`config.mk`:
```
export PLATFORM = sky130hd
export DESIGN_NAME = dsr_meter_flat
export DESIGN_NICKNAME = d
export VERILOG_FILES = /design/src/rtl/dsr_pkg.sv /design/src/rtl/dsr_link_if.sv /design/src/rtl/dsr_meter.sv /design/src/flat_wrapper.sv
export VERILOG_INCLUDE_DIRS = /design/src /design/src/rtl
export SDC_FILE = /design/constraint.sdc
export NUM_CORES = 1
export LEC_CHECK = 0
export BUFFER_PORTS_ARGS = -buffer_cell sky130_fd_sc_hd__buf_2
export CORE_UTILIZATION = 40
export CTS_CLUSTER_DIAMETER = 30
export DETAILED_ROUTE_END_ITERATION = 8
export PLACE_DENSITY = 0.6
export SYNTH_ARGS = -nofsm -noshare
export SYNTH_HDL_FRONTEND = slang
export SYNTH_SLANG_ARGS = --single-unit
```
`constraint.sdc`:
```
create_clock -name hclk -period 44.5 [get_ports hclk]
set_input_delay 6.675 -clock hclk [delete_from_list [all_inputs] [get_ports hclk]]
set_output_delay 6.675 -clock hclk [all_outputs]
set_load 0.05 [all_outputs]
```
`src/rtl/dsr_params.svh`:
```
`ifndef DSR_PARAMS_SVH
`define DSR_PARAMS_SVH

// Clock and scan timing
`define DSR_CLK_MHZ       10
`define DSR_SCAN_US       1560
`define DSR_STROBE_US     400
`define DSR_SLOTS         4
`define DSR_SLOT_CYC      (`DSR_SCAN_US * `DSR_CLK_MHZ / `DSR_SLOTS)
`define DSR_GAP_CYC       100
`define DSR_STROBE_CYC    (((`DSR_STROBE_US * `DSR_CLK_MHZ) < (`DSR_SLOT_CYC - `DSR_GAP_CYC)) ? \
                           (`DSR_STROBE_US * `DSR_CLK_MHZ) : (`DSR_SLOT_CYC - `DSR_GAP_CYC))
`define DSR_CNT_W         12

// Count range
`define DSR_MAX_COUNT     3100
`define DSR_OVR_COUNT     2000
`define DSR_BLINK_BIT     1

// Register map
`define DSR_OFS_CTRL      8'h00
`define DSR_OFS_COUNT     8'h04
`define DSR_OFS_STATUS    8'h08
`define DSR_CTRL_RUN      0
`define DSR_CTRL_RESET    32'h0000_0001
`define DSR_COUNT_RESET   12'h000
`define DSR_ST_OVER       0
`define DSR_ST_BLANK      1
`define DSR_ST_SLOT_LO    2
`define DSR_ST_SLOT_HI    3
`define DSR_ST_RUN        4

// Output stream
`define DSR_FIFO_DEPTH    8
`define DSR_WORD_W        6
`define DSR_MSD_MASK      4'h3

`endif

```
`src/rtl/dsr_pkg.sv`:
```
package dsr_pkg;

	// Native scan order, Gray coded along 1-3-2-4
	typedef enum logic [1:0] {
		DSR_SLOT_LSD   = 2'b00,
		DSR_SLOT_THIRD = 2'b01,
		DSR_SLOT_SECOND = 2'b11,
		DSR_SLOT_MSD   = 2'b10
	} dsr_slot_t;

	// Digit index 0 = lsd .. 3 = msd, then its code
	typedef struct packed {
		logic [1:0] idx;
		logic [3:0] code;
	} dsr_word_t;

endpackage

```
`src/rtl/dsr_link_if.sv`:
```
`timescale 1ns/1ps
interface dsr_link_if;
	logic [3:0] digit_code;
	logic       msd_strobe;
	logic       second_digit_strobe;
	logic       third_digit_strobe;
	logic       lsd_strobe;
	logic       eoc_n;

	modport meter (
		output digit_code,
		output msd_strobe,
		output second_digit_strobe,
		output third_digit_strobe,
		output lsd_strobe,
		output eoc_n
	);

	modport adapter (
		input digit_code,
		input msd_strobe,
		input second_digit_strobe,
		input third_digit_strobe,
		input lsd_strobe,
		input eoc_n
	);
endinterface

```
`src/rtl/dsr_meter.sv`:
```
// Behaviour
// - Digits numbered 1-4, right to left
// - Scan order 1,3,2,4, repeated forever
// - Code and digit strobes are active high
// - End-of-conversion strobe is active low
// - One strobe about 0.4 ms, one slot
// - Full native scan about 1.56 ms
// - Adapter passes digits 1,2 then 3,4
// - Pair toggle on msd strobe falling edge
// - Adapter presents strobes in order 1,2,3,4
// - Reordered sequence spans two scans, 3.12 ms
// - Internal count reaches about 3100
// - Display blinks from count 2000 upward
// - Adapter forces msd code bits 4,8 low
// - Four separate digit select strobes
//
// The AHB-Lite slave port and the placing of the registers were decided locally.
`timescale 1ns/1ps
`include "dsr_params.svh"
module dsr_meter
	import dsr_pkg::*;
(
	// Clock and reset
	input  wire logic        hclk,
	input  wire logic        hresetn,
	// AHB-Lite slave
	input  wire logic        hsel,
	input  wire logic [31:0] haddr,
	input  wire logic [1:0]  htrans,
	input  wire logic        hwrite,
	input  wire logic [2:0]  hsize,
	input  wire logic [31:0] hwdata,
	input  wire logic        hready,
	output logic             hreadyout,
	output logic [31:0]      hrdata,
	output logic             hresp,
	// Multiplexed digit link
	dsr_link_if.meter        link
);

	dsr_slot_t              slot_q;
	logic [`DSR_CNT_W-1:0]  cnt_q;
	logic                   run_q;
	logic [`DSR_CNT_W-1:0]  count_q;
	logic [`DSR_CNT_W-1:0]  shown_q;
	logic [5:0]             scan_q;
	logic                   wr_pend_q;
	logic [7:0]             wr_addr_q;
	logic [31:0]            rdata_q;
	logic [3:0]             code_q;
	logic [3:0]             sel_q;
	logic                   eoc_n_q;
	logic                   slot_end;
	logic                   strobe_on;
	logic                   over;
	logic                   blank;
	logic                   addr_take;
	logic [3:0]             d_ones;
	logic [3:0]             d_tens;
	logic [3:0]             d_hund;
	logic [1:0]             d_thou;
	logic [3:0]             code_d;
	logic [3:0]             sel_d;
	logic [`DSR_CNT_W-1:0]  wcount;
	logic [31:0]            rdata_d;

	// Slot timing
	assign slot_end  = (cnt_q == `DSR_CNT_W'(`DSR_SLOT_CYC - 1));
	assign strobe_on = run_q && (cnt_q < `DSR_CNT_W'(`DSR_STROBE_CYC));

	always_ff @(posedge hclk or negedge hresetn) begin
		if (!hresetn) begin
			cnt_q <= '0;
		end else if (!run_q || slot_end) begin
			cnt_q <= '0;
		end else begin
			cnt_q <= cnt_q + `DSR_CNT_W'(1);
		end
	end

	always_ff @(posedge hclk or negedge hresetn) begin
		if (!hresetn) begin
			slot_q <= DSR_SLOT_LSD;
		end else if (!run_q) begin
			slot_q <= DSR_SLOT_LSD;
		end else if (slot_end) begin
			unique case (slot_q)
				DSR_SLOT_LSD:    slot_q <= DSR_SLOT_THIRD;
				DSR_SLOT_THIRD:  slot_q <= DSR_SLOT_SECOND;
				DSR_SLOT_SECOND: slot_q <= DSR_SLOT_MSD;
				DSR_SLOT_MSD:    slot_q <= DSR_SLOT_LSD;
			endcase
		end
	end

	// Scan counter drives the blink phase
	always_ff @(posedge hclk or negedge hresetn) begin
		if (!hresetn) begin
			scan_q <= '0;
		end else if (run_q && slot_end && slot_q == DSR_SLOT_MSD) begin
			scan_q <= scan_q + 6'h01;
		end
	end

	// Reading is frozen for a whole scan
	always_ff @(posedge hclk or negedge hresetn) begin
		if (!hresetn) begin
			shown_q <= `DSR_COUNT_RESET;
		end else if (!run_q || (slot_end && slot_q == DSR_SLOT_MSD)) begin
			shown_q <= count_q;
		end
	end

	// Decimal digits of the frozen reading
	assign d_ones = 4'(shown_q % 10);
	assign d_tens = 4'((shown_q / 10) % 10);
	assign d_hund = 4'((shown_q / 100) % 10);
	assign d_thou = 2'(shown_q / 1000);
	assign over   = shown_q >= `DSR_CNT_W'(`DSR_OVR_COUNT);
	assign blank  = over && scan_q[`DSR_BLINK_BIT];

	// Blanked msd drives its upper code bits high
	always_comb begin
		code_d = 4'h0;
		sel_d  = 4'h0;
		if (strobe_on) begin
			unique case (slot_q)
				DSR_SLOT_LSD: begin
					code_d = d_ones;
					sel_d  = 4'b0001;
				end
				DSR_SLOT_SECOND: begin
					code_d = d_tens;
					sel_d  = 4'b0010;
				end
				DSR_SLOT_THIRD: begin
					code_d = d_hund;
					sel_d  = 4'b0100;
				end
				DSR_SLOT_MSD: begin
					code_d = blank ? {2'b11, d_thou} : {2'b00, d_thou};
					sel_d  = 4'b1000;
				end
			endcase
		end
	end

	// Registered link outputs
	always_ff @(posedge hclk or negedge hresetn) begin
		if (!hresetn) begin
			code_q  <= 4'h0;
			sel_q   <= 4'h0;
			eoc_n_q <= 1'b1;
		end else begin
			code_q  <= code_d;
			sel_q   <= sel_d;
			eoc_n_q <= !(run_q && !strobe_on && slot_q == DSR_SLOT_MSD);
		end
	end

	assign link.digit_code          = code_q;
	assign link.lsd_strobe          = sel_q[0];
	assign link.second_digit_strobe = sel_q[1];
	assign link.third_digit_strobe  = sel_q[2];
	assign link.msd_strobe          = sel_q[3];
	assign link.eoc_n               = eoc_n_q;

	// AHB-Lite slave, zero wait states
	assign addr_take = hsel && hready && htrans[1];
	assign hreadyout = 1'b1;
	assign hresp     = 1'b0;
	assign hrdata    = rdata_q;

	always_ff @(posedge hclk or negedge hresetn) begin
		if (!hresetn) begin
			wr_pend_q <= 1'b0;
			wr_addr_q <= 8'h00;
		end else if (hready) begin
			wr_pend_q <= addr_take && hwrite;
			wr_addr_q <= haddr[7:0];
		end
	end

	always_comb begin
		rdata_d = 32'h0000_0000;
		unique case (haddr[7:0])
			`DSR_OFS_CTRL: rdata_d[`DSR_CTRL_RUN] = run_q;
			`DSR_OFS_COUNT: rdata_d[`DSR_CNT_W-1:0] = count_q;
			`DSR_OFS_STATUS: begin
				rdata_d[`DSR_ST_OVER]                    = over;
				rdata_d[`DSR_ST_BLANK]                   = blank;
				rdata_d[`DSR_ST_SLOT_HI:`DSR_ST_SLOT_LO] = slot_q;
				rdata_d[`DSR_ST_RUN]                     = run_q;
			end
			default: rdata_d = 32'h0000_0000;
		endcase
	end

	always_ff @(posedge hclk or negedge hresetn) begin
		if (!hresetn) begin
			rdata_q <= 32'h0000_0000;
		end else if (addr_take && !hwrite) begin
			rdata_q <= rdata_d;
		end
	end

	// Count saturates at the top of the range
	assign wcount = (hwdata[31:`DSR_CNT_W] != '0 || hwdata[`DSR_CNT_W-1:0] > `DSR_CNT_W'(`DSR_MAX_COUNT)) ?
		`DSR_CNT_W'(`DSR_MAX_COUNT) : hwdata[`DSR_CNT_W-1:0];

	always_ff @(posedge hclk or negedge hresetn) begin
		if (!hresetn) begin
			run_q <= 1'(`DSR_CTRL_RESET);
		end else if (wr_pend_q && wr_addr_q == `DSR_OFS_CTRL) begin
			run_q <= hwdata[`DSR_CTRL_RUN];
		end
	end

	always_ff @(posedge hclk or negedge hresetn) begin
		if (!hresetn) begin
			count_q <= `DSR_COUNT_RESET;
		end else if (wr_pend_q && wr_addr_q == `DSR_OFS_COUNT) begin
			count_q <= wcount;
		end
	end

endmodule // dsr_meter

```
`src/flat_wrapper.sv`:
```
// flat-port wrapper written by rule: the top's interface ports become plain ports
module dsr_meter_flat import dsr_pkg::*;
  (hclk, hresetn, hsel, haddr, htrans, hwrite, hsize, hwdata, hready, hreadyout, hrdata, hresp, link_digit_code, link_msd_strobe, link_second_digit_strobe, link_third_digit_strobe, link_lsd_strobe, link_eoc_n);
  dsr_link_if link_i ();
  input  wire logic hclk;
  input  wire logic hresetn;
  input  wire logic hsel;
  input  wire logic [31:0] haddr;
  input  wire logic [1:0] htrans;
  input  wire logic hwrite;
  input  wire logic [2:0] hsize;
  input  wire logic [31:0] hwdata;
  input  wire logic hready;
  output logic hreadyout;
  output logic [31:0] hrdata;
  output logic hresp;
  output wire logic [$bits(link_i.digit_code)-1:0] link_digit_code;
  output wire logic [$bits(link_i.msd_strobe)-1:0] link_msd_strobe;
  output wire logic [$bits(link_i.second_digit_strobe)-1:0] link_second_digit_strobe;
  output wire logic [$bits(link_i.third_digit_strobe)-1:0] link_third_digit_strobe;
  output wire logic [$bits(link_i.lsd_strobe)-1:0] link_lsd_strobe;
  output wire logic [$bits(link_i.eoc_n)-1:0] link_eoc_n;
  assign link_digit_code = link_i.digit_code;
  assign link_msd_strobe = link_i.msd_strobe;
  assign link_second_digit_strobe = link_i.second_digit_strobe;
  assign link_third_digit_strobe = link_i.third_digit_strobe;
  assign link_lsd_strobe = link_i.lsd_strobe;
  assign link_eoc_n = link_i.eoc_n;
  dsr_meter u_core (.hclk(hclk), .hresetn(hresetn), .hsel(hsel), .haddr(haddr), .htrans(htrans), .hwrite(hwrite), .hsize(hsize), .hwdata(hwdata), .hready(hready), .hreadyout(hreadyout), .hrdata(hrdata), .hresp(hresp), .link(link_i));
endmodule
```
# == Yosys cells after proc, flatten, opt, wreduce, memory -nomap -nowiden ==
# Index checks and enable logic that the tools add are counted.
# word_totals
word_cells,68
register_bits,75
output_inout_bits,43
# classes
n_addsub,2
magnitude_cmp,3
muxes,13
div,6
n_reduce_logical,24
eq_ne,8
# ops
op,count
$mod A32 B4 Y32 const B,2
$div A12 B10 Y32 const B,1
$div A12 B4 Y32 const B,1
$div A12 B7 Y32 const B,1
$mod A12 B4 Y32 const B,1
$pmux W4 S4,2
$mux W12,2
$reduce_bool A20 Y1,1
$eq A8 B3 Y1 const B,2
$logic_not A8 Y1,2
$logic_and A1 B1 Y1,13
$add A12 B1 Y12 const B,1
$eq A12 B12 Y1 const B,1
$ge A12 B11 Y1 const B,1
$gt A12 B12 Y1 const B,1
$lt A12 B12 Y1 const B,1
$mux W4,3
$eq A8 B4 Y1 const B,1
$pmux W2 S4,1
$pmux W4 S2,1
$mux W7,1
$add A6 B1 Y6 const B,1
$eq A2 B2 Y1 const B,2
$logic_not A1 Y1,4
6 further kinds,9

# == Depth between registers and ports, before layout ==
# Gate-level depths: netlist of the first run.
# logic_depth
word_depth,6
mapped_depth,97
mapped_depth_nobuf,93

# == Least setup slack after synthesis of the first run ==
# OpenSTA, ideal clock, no wires.
# synth_path
kind,reg2reg
start,register u_core.slot_q[0]
end,"register u_core.code_q[3], in the netlist u_core.link.digit_code[3]"
t_required_ns,44.376
setup_time_ns,0.124
t_arrival_ns,18.843
path_slack_ns,25.533
synth_period_minus_slack_ns,18.967
n_path_buf,5
stages_incl_launch_ff,88
cell_sequence,dfrtp_1 > buf_2 > nand2b_4 > clkbuf_1 > nand3_1 > nand2_1 > o21ai_0 > ha_1 > o21a_1 > o31a_1 > o211a_4 > o211ai_2 > ha_1 > a21oi_1 > nand2_1 > a31oi_1 > o21ai_4 > a21oi_2 > [52 not listed] > a21o_1 > or3_1 > o32ai_1 > and2_1 > nand3_1 > mux2_2 > ha_1 > a311o_1 > a2111oi_4 > a41oi_4 > o311ai_2 > nor2b_1 > a21boi_0 > mux2i_1 > o2111ai_1 > a2111oi_4 > nor3b_1 > o31a_1
# synth_rtl
item,line_no,rtl
start: declaration,dsr_meter.sv:41,dsr_slot_t slot_q;
start signal: assignment,dsr_meter.sv:83,slot_q <= DSR_SLOT_LSD;
start signal: assignment,dsr_meter.sv:85,slot_q <= DSR_SLOT_LSD;
start signal: assignment,dsr_meter.sv:88,DSR_SLOT_LSD: slot_q <= DSR_SLOT_THIRD;
end signal: assignment,dsr_meter.sv:155,code_q <= code_d;
end: declaration,dsr_meter.sv:50,logic [3:0] code_q;

==> impl_metrics.ini, run 1 <==
[clock_tree]
clock_sink_count = 71
clockBufferDepth = 2
insertion_delay_ns = 0.33
clk_transition_reported_paths_ns = 0.06
tritoncts = built
post_cts.repair.setup_buffers = 0
clk_root_buffer_cell = clkbuf_16
cts-htree-levels = 3
post_cts_resized = 0
cts-buffers-inserted = 9
holdBufCountCts = 0

[grt]
grt_remaining_overflow = 0
first_pass_grt_wire_length_um = 43070
largest_net_degree_at_the_start_of_global_routing = 72
number_of_antenna_violations_at_the_first_check_in_global_routing = 0
via_count_of_the_first_global_routing_pass = 8803
global_route.usage.total = 0.2145

[critical_path]
critPathCaptureType = register
path_class = register to register
cp-start-kind = register
rr_endpoint = u_core.link.digit_code[3]
path_common_cell = ha_1
timing.critical_path.required_ns = 44.71
regToRegStartpoint = u_core.slot_q[1]
slowest_delay_ns = 0.51
worst_ep_arrival_time_ns = 22.98
worst-r2r-cell-count = 85
slowest_stage = a311oi_4
reg2reg_slack_ns = 21.73
maximum_fanout_encountered_on_the_critical_timing_path = 44

[layout]
mostFrequentLayoutCell = nor2_1
layout_common_cells = nor2_1, nand2_1, a21oi_1
drive_gt1_frac = 0.1434
num-nets-final = 1394
area.growth.synth_to_final_pct = 8.244
postLayoutCellArea_um2 = 10320
multi_input_gate_area_um2 = 7286
stdcell_count = 1588
layout.filler_cells = 2413
antenna_cells = 0
seq_cell_area_um2 = 1779

[timing]
clock-skew-final_ns = 0.007201
timing.final.setup_violations = 0
setup_tns_ns = 0
worst_slew_pin_slew_ns = 0.8720
max_clock_freq_mhz = 43.92
min_period_ns = 22.77
report.final.hold_viol_count = 0
final-max-slew-violation-count = 0
relSlewSlack = 0.4186
grt_setup_unrepaired = false
finalHoldWorstSlack_ns = 0.4723
final.period_utilization = 0.5117

[floorplanning]
ios = 117
floorplan.core_area_um2 = 23400
die_h_um = 156.4
initial_utilization = 0.4073
placementRows = 56
die_area_um2 = 24450
floorplan.die.width_um = 156.4

[logic_synthesis]
ys.flop_type = dfrtp_1
synth_cells = 1227
synth_sequential_area_ratio = 0.1867
synth.ff_latch_count = 71
syn_avg_cell_area_um2 = 7.768
area_of_the_mapped_netlist_um2 = 9532
ys_async_sr_fraction = 1.000
synth-edff-count = 0
yosysUniqueCellTypes = 113
yosys_warnings = 0

[routing]
ant_nets = 0
wl_um = 25890
routed-via-count = 9271
avgRoutedWirePerCell_um = 16.30
pre_repair_dr_iteration_count = 6
drt_iter0_markers = 579
drc = 0
detail_route.vias_per_cell = 5.838

[flow_run]
drv.max_cap_violation_count = 0

[min_path]
hold_path_class = register to register
hold_path_end = u_core.cnt_q[0]
hp-start = u_core.cnt_q[0]
hold_path_depth = 1

[place]
finalWeightedCongestion = 0.9001
place_hpwl_um = 20060
placement.cell_area_um2 = 10030
dp.cells = 1572
io_buffers = 66

[status]
run_status = finished, final reports clean
-- stage by stage --
| stage | utilization | setup WS, ns |
|---|---|---|
| global route | 0.4409 | 19.64 |
| finish | 0.4409 | 21.73 |
| global placement | 0.4285 | 21.94 |
| CTS | 0.4409 | 21.80 |
| floorplan | - | 25.53 |
| detailed placement | 0.4285 | 21.90 |
-- cell families (layout without fill, tap and decap cells) --
logic type,Yosys count,count (layout),share of synthesized area
and+or+nand+nor,474,474,0.2595
AOI/OAI and AO/OA,399,399,0.3123
buffers and inverters,116,137,0.05723
DFF,71,71,0.1867
xor gates and xnor gates,65,65,0.05973
adders and majority gates,61,61,0.07902
muxes,39,39,0.04476
other,2,23,0.0007879
-- final cells by class --
class | count | area share
Timing Repair Buffer | 73 | 0.03711
Multi-Input combinational cell | 1061 | 0.7062
Inverter | 48 | 0.01746
Clock inverter | 5 | 0.005578
Tap cell | 319 | 0.03869
Sequential cell | 71 | 0.1724
Clock buffer | 11 | 0.02256
-- synthesized netlist by cell type, types with 24 or more instances --
cell type    n  area share
nor2_1     131       0.052
nand2_1    106       0.042
xnor2_1     41       0.038
xor2_1      24       0.022
a21oi_1     80       0.042
inv_1       46       0.018
nor3_1      41       0.022
buf_4       27       0.021
ha_1        56       0.074
clkbuf_1    31       0.012
o21ai_0     76       0.040
nand3_1     35       0.018
dfrtp_1     69        0.18
-- critical path: cells and delay by family, from the launching register on --
kind	cells	cell delay (ns)
AOI/OAI and AO/OA	38	10.21
and+or+nand+nor	30	6.69
adders and majority gates	10	3.38
muxes	3	0.99
buffers and inverters	4	0.83
DFF	1	0.50
-- metal layers --
layer	share of wire	track usage
met3	0.039	0.02022
met1	0.48	0.2922
met5	0	0
met4	0.014	0.05415
met2	0.46	0.3622
-- flip-flops by register name, summed over array words and instances, names as in the netlist, 2 cells and up --
signal / cells
u_core.cnt_q: 12
u_core.shown_q: 12
u_core.sel_q: 4
u_core.hrdata: 12
u_core.slot_q: 2
u_core.wr_addr_q: 8
u_core.scan_q: 2
u_core.link.digit_code: 4
u_core.count_q: 12
-- worst max path at each step --
stage                     cells after the start             start                   endpoint  slack (ns)
final                                        85  u_core.slot_q[1]  u_core.link.digit_code[3]       21.73
after CTS                                    85  u_core.slot_q[1]  u_core.link.digit_code[3]       21.80
after global placement                       85  u_core.slot_q[1]  u_core.link.digit_code[3]       21.94
after global routing                         86  u_core.slot_q[1]  u_core.link.digit_code[3]       19.64
after detailed placement                     86  u_core.slot_q[1]  u_core.link.digit_code[3]       21.90
after floorplan                              87  u_core.slot_q[0]  u_core.link.digit_code[3]       25.53
Power of run 1 is left out: the tool's default activity adds up to more than one toggle a clock period on the data nets, which glitch-free logic cannot reach.
==> inputs of run 2 (changes only) <==
Clock period 44.5 ns to 21.3 ns, I/O delays scaled along.
==> run 2 against run 1 <==
Against the previous run:
- non-clock buffer count grew 15
- critical path depth shrank 6
- routed wire length grew 1.2%
- global-route usage grew 0.25 points
- core utilization grew 0.88 points
- die area is the same
- setup slack lost 20 ns
- critical path type unchanged
==> impl_metrics.ini, run 2 (synthesis gave the netlist of run 1 again) <==
[critical_path]
worst_ep_arrival_time_ns = 19.88
cp-start-kind = register
critical_path_buf_inv_count = 4
critPathCaptureType = register
slowest_delay_ns = 0.51
worst_setup_path_startpoint = u_core.slot_q[1]
path_common_cell = ha_1
path_class = register to register
maximum_fanout_encountered_on_the_critical_timing_path = 14
slowest_stage = dfrtp_2
timing.critical_path.required_ns = 21.52
critical-path-top-delay-family = compound AO/OA/AOI/OAI gates
regToRegStartpoint = u_core.slot_q[1]

[grt]
global_route.usage.total = 0.2170
first_pass_grt_wire_length_um = 43460
largest_net_degree_at_the_start_of_global_routing = 72
number_of_antenna_violations_at_the_first_check_in_global_routing = 0
via_count_of_the_first_global_routing_pass = 8926
grt_remaining_overflow = 0

[layout]
stdcell_count = 1604
area.growth.synth_to_final_pct = 10.40
layout.filler_cells = 2368
mostFrequentLayoutCell = nor2_1
antenna_cells = 0
drive_gt1_frac = 0.1634
layout_common_cells = nor2_1, nand2_1, a21oi_1, o21ai_0, dfrtp_1
num-nets-final = 1410

[routing]
drt_iter0_markers = 500
pre_repair_dr_iteration_count = 7
detail_route.vias_per_cell = 5.830
routed-via-count = 9351
drc = 0
avgRoutedWirePerCell_um = 16.33
ant_nets = 0
wl_um = 26200

[status]
run_status = finished, final reports clean

[place]
dp.cells = 1586
place_hpwl_um = 20240
pre_cts_ws_ns = 0.4322
io_buffers = 66
finalWeightedCongestion = 0.8601

[clock_tree]
clk_root_buffer_cell = clkbuf_16
insertion_delay_ns = 0.33
clk_transition_reported_paths_ns = 0.06
tritoncts = built
cts-htree-levels = 3
clockBufferDepth = 2
clock_sink_count = 71
holdBufCountCts = 0
cts-buffers-inserted = 9

[timing]
clock-skew-final_ns = 0.005897
finalHoldWorstSlack_ns = 0.4578
grt_setup_unrepaired = false
worst_slew_pin_slew_ns = 0.8749
timing.final.setup_violations = 0
final-max-slew-violation-count = 0
min_period_ns = 19.67
report.final.hold_viol_count = 0
setup_tns_ns = 0
relSlewSlack = 0.4167
final.period_utilization = 0.9233
max_clock_freq_mhz = 50.85
worst_slack_ns = 1.634

[min_path]
hold_path_class = register to register
hp-start = u_core.cnt_q[0]

[floorplanning]
floorplan.core_area_um2 = 23400
floorplan.die.width_um = 156.4
die_area_um2 = 24450
ios = 117
placementRows = 56
die_h_um = 156.4
initial_utilization = 0.4073

[flow_run]
drv.max_cap_violation_count = 0
## run 2: repair_timing
action | CTS | global route
gates resized for setup | 0 | 18
setup buffers | 0 | 1
endpoints found under the setup margin | 0 | 3
## run 2: area by class of cell
class                   count  area [um2]  area share
flip-flops and latches     71        1780      0.1692
clock inverters             4       55.05    0.005232
repair buffers             88       495.5     0.04709
inverters                  48       180.2     0.01712
well taps                 319       399.1     0.03793
clock buffers              12       236.5     0.02247
multi-input cells        1062        7376      0.7010
## run 2: routing by layer
| layer | vias up | wire length [um] | GRT usage |
|---|---|---|---|
| met5 | - | 0 | 0 |
| met4 | 0 | 544 | 0.07096 |
| met3 | 37 | 1067 | 0.02271 |
| met2 | 234 | 12120 | 0.3625 |
| met1 | 4400 | 12470 | 0.2915 |
| li1 | 4680 | - | - |
## run 2: stage by stage
step                cell area, um2  utilization
floorplan                     9610            -
global placement             10130       0.4330
detailed placement           10130       0.4330
CTS                          10420       0.4454
global route                 10520       0.4496
finish                       10520       0.4496
## run 2: worst reg2reg max path, delay by kind of cell (launching register included)
kind | cells | cell delay, ns
compound gates | 31 | 8.08
simple gates | 30 | 5.63
fa+ha+maj | 10 | 3.30
mux | 3 | 1.06
buf+inv | 4 | 0.68
flops | 1 | 0.51
xor+xnor | 1 | 0.31
## run 2: final timing paths
check,to,slack [ns],cells after the start
setup / recovery,u_core.link.digit_code[3],1.63,79
setup reg to reg,u_core.link.digit_code[3],1.63,79
max in group asynchronous,u_core.slot_q[1],17.62,2
hold reg to reg,u_core.cnt_q[0],0.46,1
min in group asynchronous,u_core.cnt_q[6],3.06,2
hold / removal,u_core.cnt_q[0],0.46,1
Power of run 2 is left out for the same reason.
==> inputs of run 3 (changes only) <==
Settings changed: ABC_AREA from default to 1, ABC_CLOCK_PERIOD_IN_PS from default to 24100, PLACE_DENSITY 0.6 to 0.59.
Clock period 21.3 ns to 24.1 ns, I/O delays scaled along.
==> run 3 against run 2 <==
Against the previous run:
- clock-buffer cell count down 1
- critical path depth grew 26
- non-clock buffer count is 17 lower
- via count grew 1.4%
- clock skew hardly changed
- cell count grew 20%
- core utilization decreased by 0.76 points
- first-iteration DRC count decreased by 12%
- cell area is 2.2% higher
- setup slack better by 5.9 ns
- sequential share of layout area is 0.37 points lower
==> impl_metrics.ini, run 3 <==
[critical_path]
timing.critical_path.required_ns = 24.31
maximum_fanout_encountered_on_the_critical_timing_path = 21
path_class = register to register
worst_ep_arrival_time_ns = 16.83
reg2reg_slack_ns = 7.48
slowest_stage = nor2_4
cp-start-kind = register
critPathCaptureType = register
critical-path-top-delay-family = simple AND/OR/NAND/NOR gates
worst-r2r-cell-count = 105
slowest_delay_ns = 0.56
critical_path_buf_inv_count = 16
rr_endpoint = u_core.link.digit_code[1]
regToRegStartpoint = u_core.slot_q[0]
path_common_cell = nand2_1
worstSetupPathDepth = 105

[timing]
timing.final.setup_violations = 0
report.final.hold_viol_count = 0
worst_slew_pin_slew_ns = 0.8760
final-max-slew-violation-count = 0
finalHoldWorstSlack_ns = 0.4694
clock-skew-final_ns = 0.005880
grt_setup_unrepaired = false
max_clock_freq_mhz = 60.19
relSlewSlack = 0.4160
setup_tns_ns = 0
final.period_utilization = 0.6894
min_period_ns = 16.62

[clock_tree]
post_cts_resized = 0
post_cts.repair.setup_buffers = 0
tritoncts = built
clockBufferDepth = 2
cts-buffers-inserted = 9
clk_transition_reported_paths_ns = 0.06
insertion_delay_ns = 0.33
clock_sink_count = 71
holdBufCountCts = 0
clk_root_buffer_cell = clkbuf_16
cts-htree-levels = 3

[layout]
mostFrequentLayoutCell = nand2_1
area.growth.synth_to_final_pct = 8.498
layout.filler_cells = 2529
antenna_cells = 0
num-nets-final = 1729
multi_input_gate_area_um2 = 6852
layout_common_cells = nand2_1, inv_1, nand3_1
postLayoutCellArea_um2 = 10750
seq_cell_area_um2 = 1779
drive_gt1_frac = 0.1839

[floorplanning]
initial_utilization = 0.4074
die_area_um2 = 25400
die_h_um = 159.4
floorplan.die.width_um = 159.4
floorplan.core_area_um2 = 24320
ios = 117
placementRows = 57

[routing]
ant_nets = 0
routed-via-count = 9484
drt_iter0_markers = 439
wl_um = 23540
drc = 0
avgRoutedWirePerCell_um = 12.21
pre_repair_dr_iteration_count = 5
detail_route.vias_per_cell = 4.919

[grt]
via_count_of_the_first_global_routing_pass = 8866
grtUsageMet2 = 0.3287
grt_remaining_overflow = 0
top_usage_layer = met2
gr-usage-met1 = 0.2621
number_of_antenna_violations_at_the_first_check_in_global_routing = 0
global_route.usage.total = 0.1912
grt_util_met3 = 0.01328
first_pass_grt_wire_length_um = 40940
largest_net_degree_at_the_start_of_global_routing = 72

[logic_synthesis]
area_of_the_mapped_netlist_um2 = 9908
yosys.area.top_type = dfrtp_1
yosysUniqueCellTypes = 66
netlist.area_leader.share = 0.1743
synth.top_cells.by_count = nand2_1, inv_1, nand3_1, nor2_1, o21ai_0
synth_sequential_area_ratio = 0.1796
ys.flop_type = dfrtp_1
synth-edff-count = 0
syn_avg_cell_area_um2 = 6.426
synth_cells = 1542
ys_async_sr_fraction = 1.000
synth.ff_latch_count = 71
post_synth_main_area_contributors = dfrtp_1, nand2_1, inv_1
yosys_warnings = 0
post-synth-top-count-cell = nand2_1

[min_path]
hold_path_class = register to register
hold_path_depth = 1
hold_path_end = u_core.cnt_q[0]
hp-start = u_core.cnt_q[0]

[flow_run]
drv.max_cap_violation_count = 0

[place]
finalWeightedCongestion = 0.8095
io_buffers = 66
place_hpwl_um = 19030
placement.cell_area_um2 = 10420

[status]
run_status = finished, final reports clean
## run 3: worst max path at each step
stage                           from                   endpoint  slack [ns]
finish              u_core.slot_q[0]  u_core.link.digit_code[1]        7.48
global route        u_core.slot_q[0]  u_core.link.digit_code[1]        5.51
CTS                 u_core.slot_q[0]  u_core.link.digit_code[1]        7.42
detailed placement  u_core.slot_q[0]  u_core.link.digit_code[1]        7.49
global placement    u_core.slot_q[0]  u_core.link.digit_code[1]        7.54
floorplan           u_core.slot_q[0]  u_core.link.digit_code[1]       10.26
## run 3: metal layers
metal / wire, um / up-vias
li1: - / 5064
met1: 11710 / 4263
met2: 10990 / 141
met3: 597 / 16
met4: 240 / 0
met5: 0 / -
## run 3: layout make-up
class                           count  area share
Sequential cell                    71      0.1655
Tap cell                          324     0.03771
Clock buffer                       11     0.02351
Multi-Input combinational cell   1184      0.6373
Clock inverter                      5    0.007449
Inverter                          262     0.09427
Timing Repair Buffer               71     0.03422
## run 3: kinds of logic (layout without fill, tap and decap cells)
group / count (synthesis) / after routing / synth area share
flops: 71 / 71 / 0.1796
compound gates: 194 / 194 / 0.1137
buf+inv: 308 / 349 / 0.1369
other cells: 2 / 23 / 0.0007580
simple gates: 858 / 858 / 0.4489
xor+xnor: 50 / 50 / 0.04609
mux: 3 / 3 / 0.003409
fa+ha+maj: 56 / 56 / 0.07072
## run 3: metrics by stage
stage / std cells / setup slack (ns) / utilization
finish: 1928 / 7.485 / 0.4420
global placement: 1912 / 7.539 / 0.4284
floorplan: 1563 / 10.26 / -
CTS: 1928 / 7.419 / 0.4420
global route: 1928 / 5.514 / 0.4420
detailed placement: 1912 / 7.488 / 0.4284
Power of run 3 is left out for the same reason.
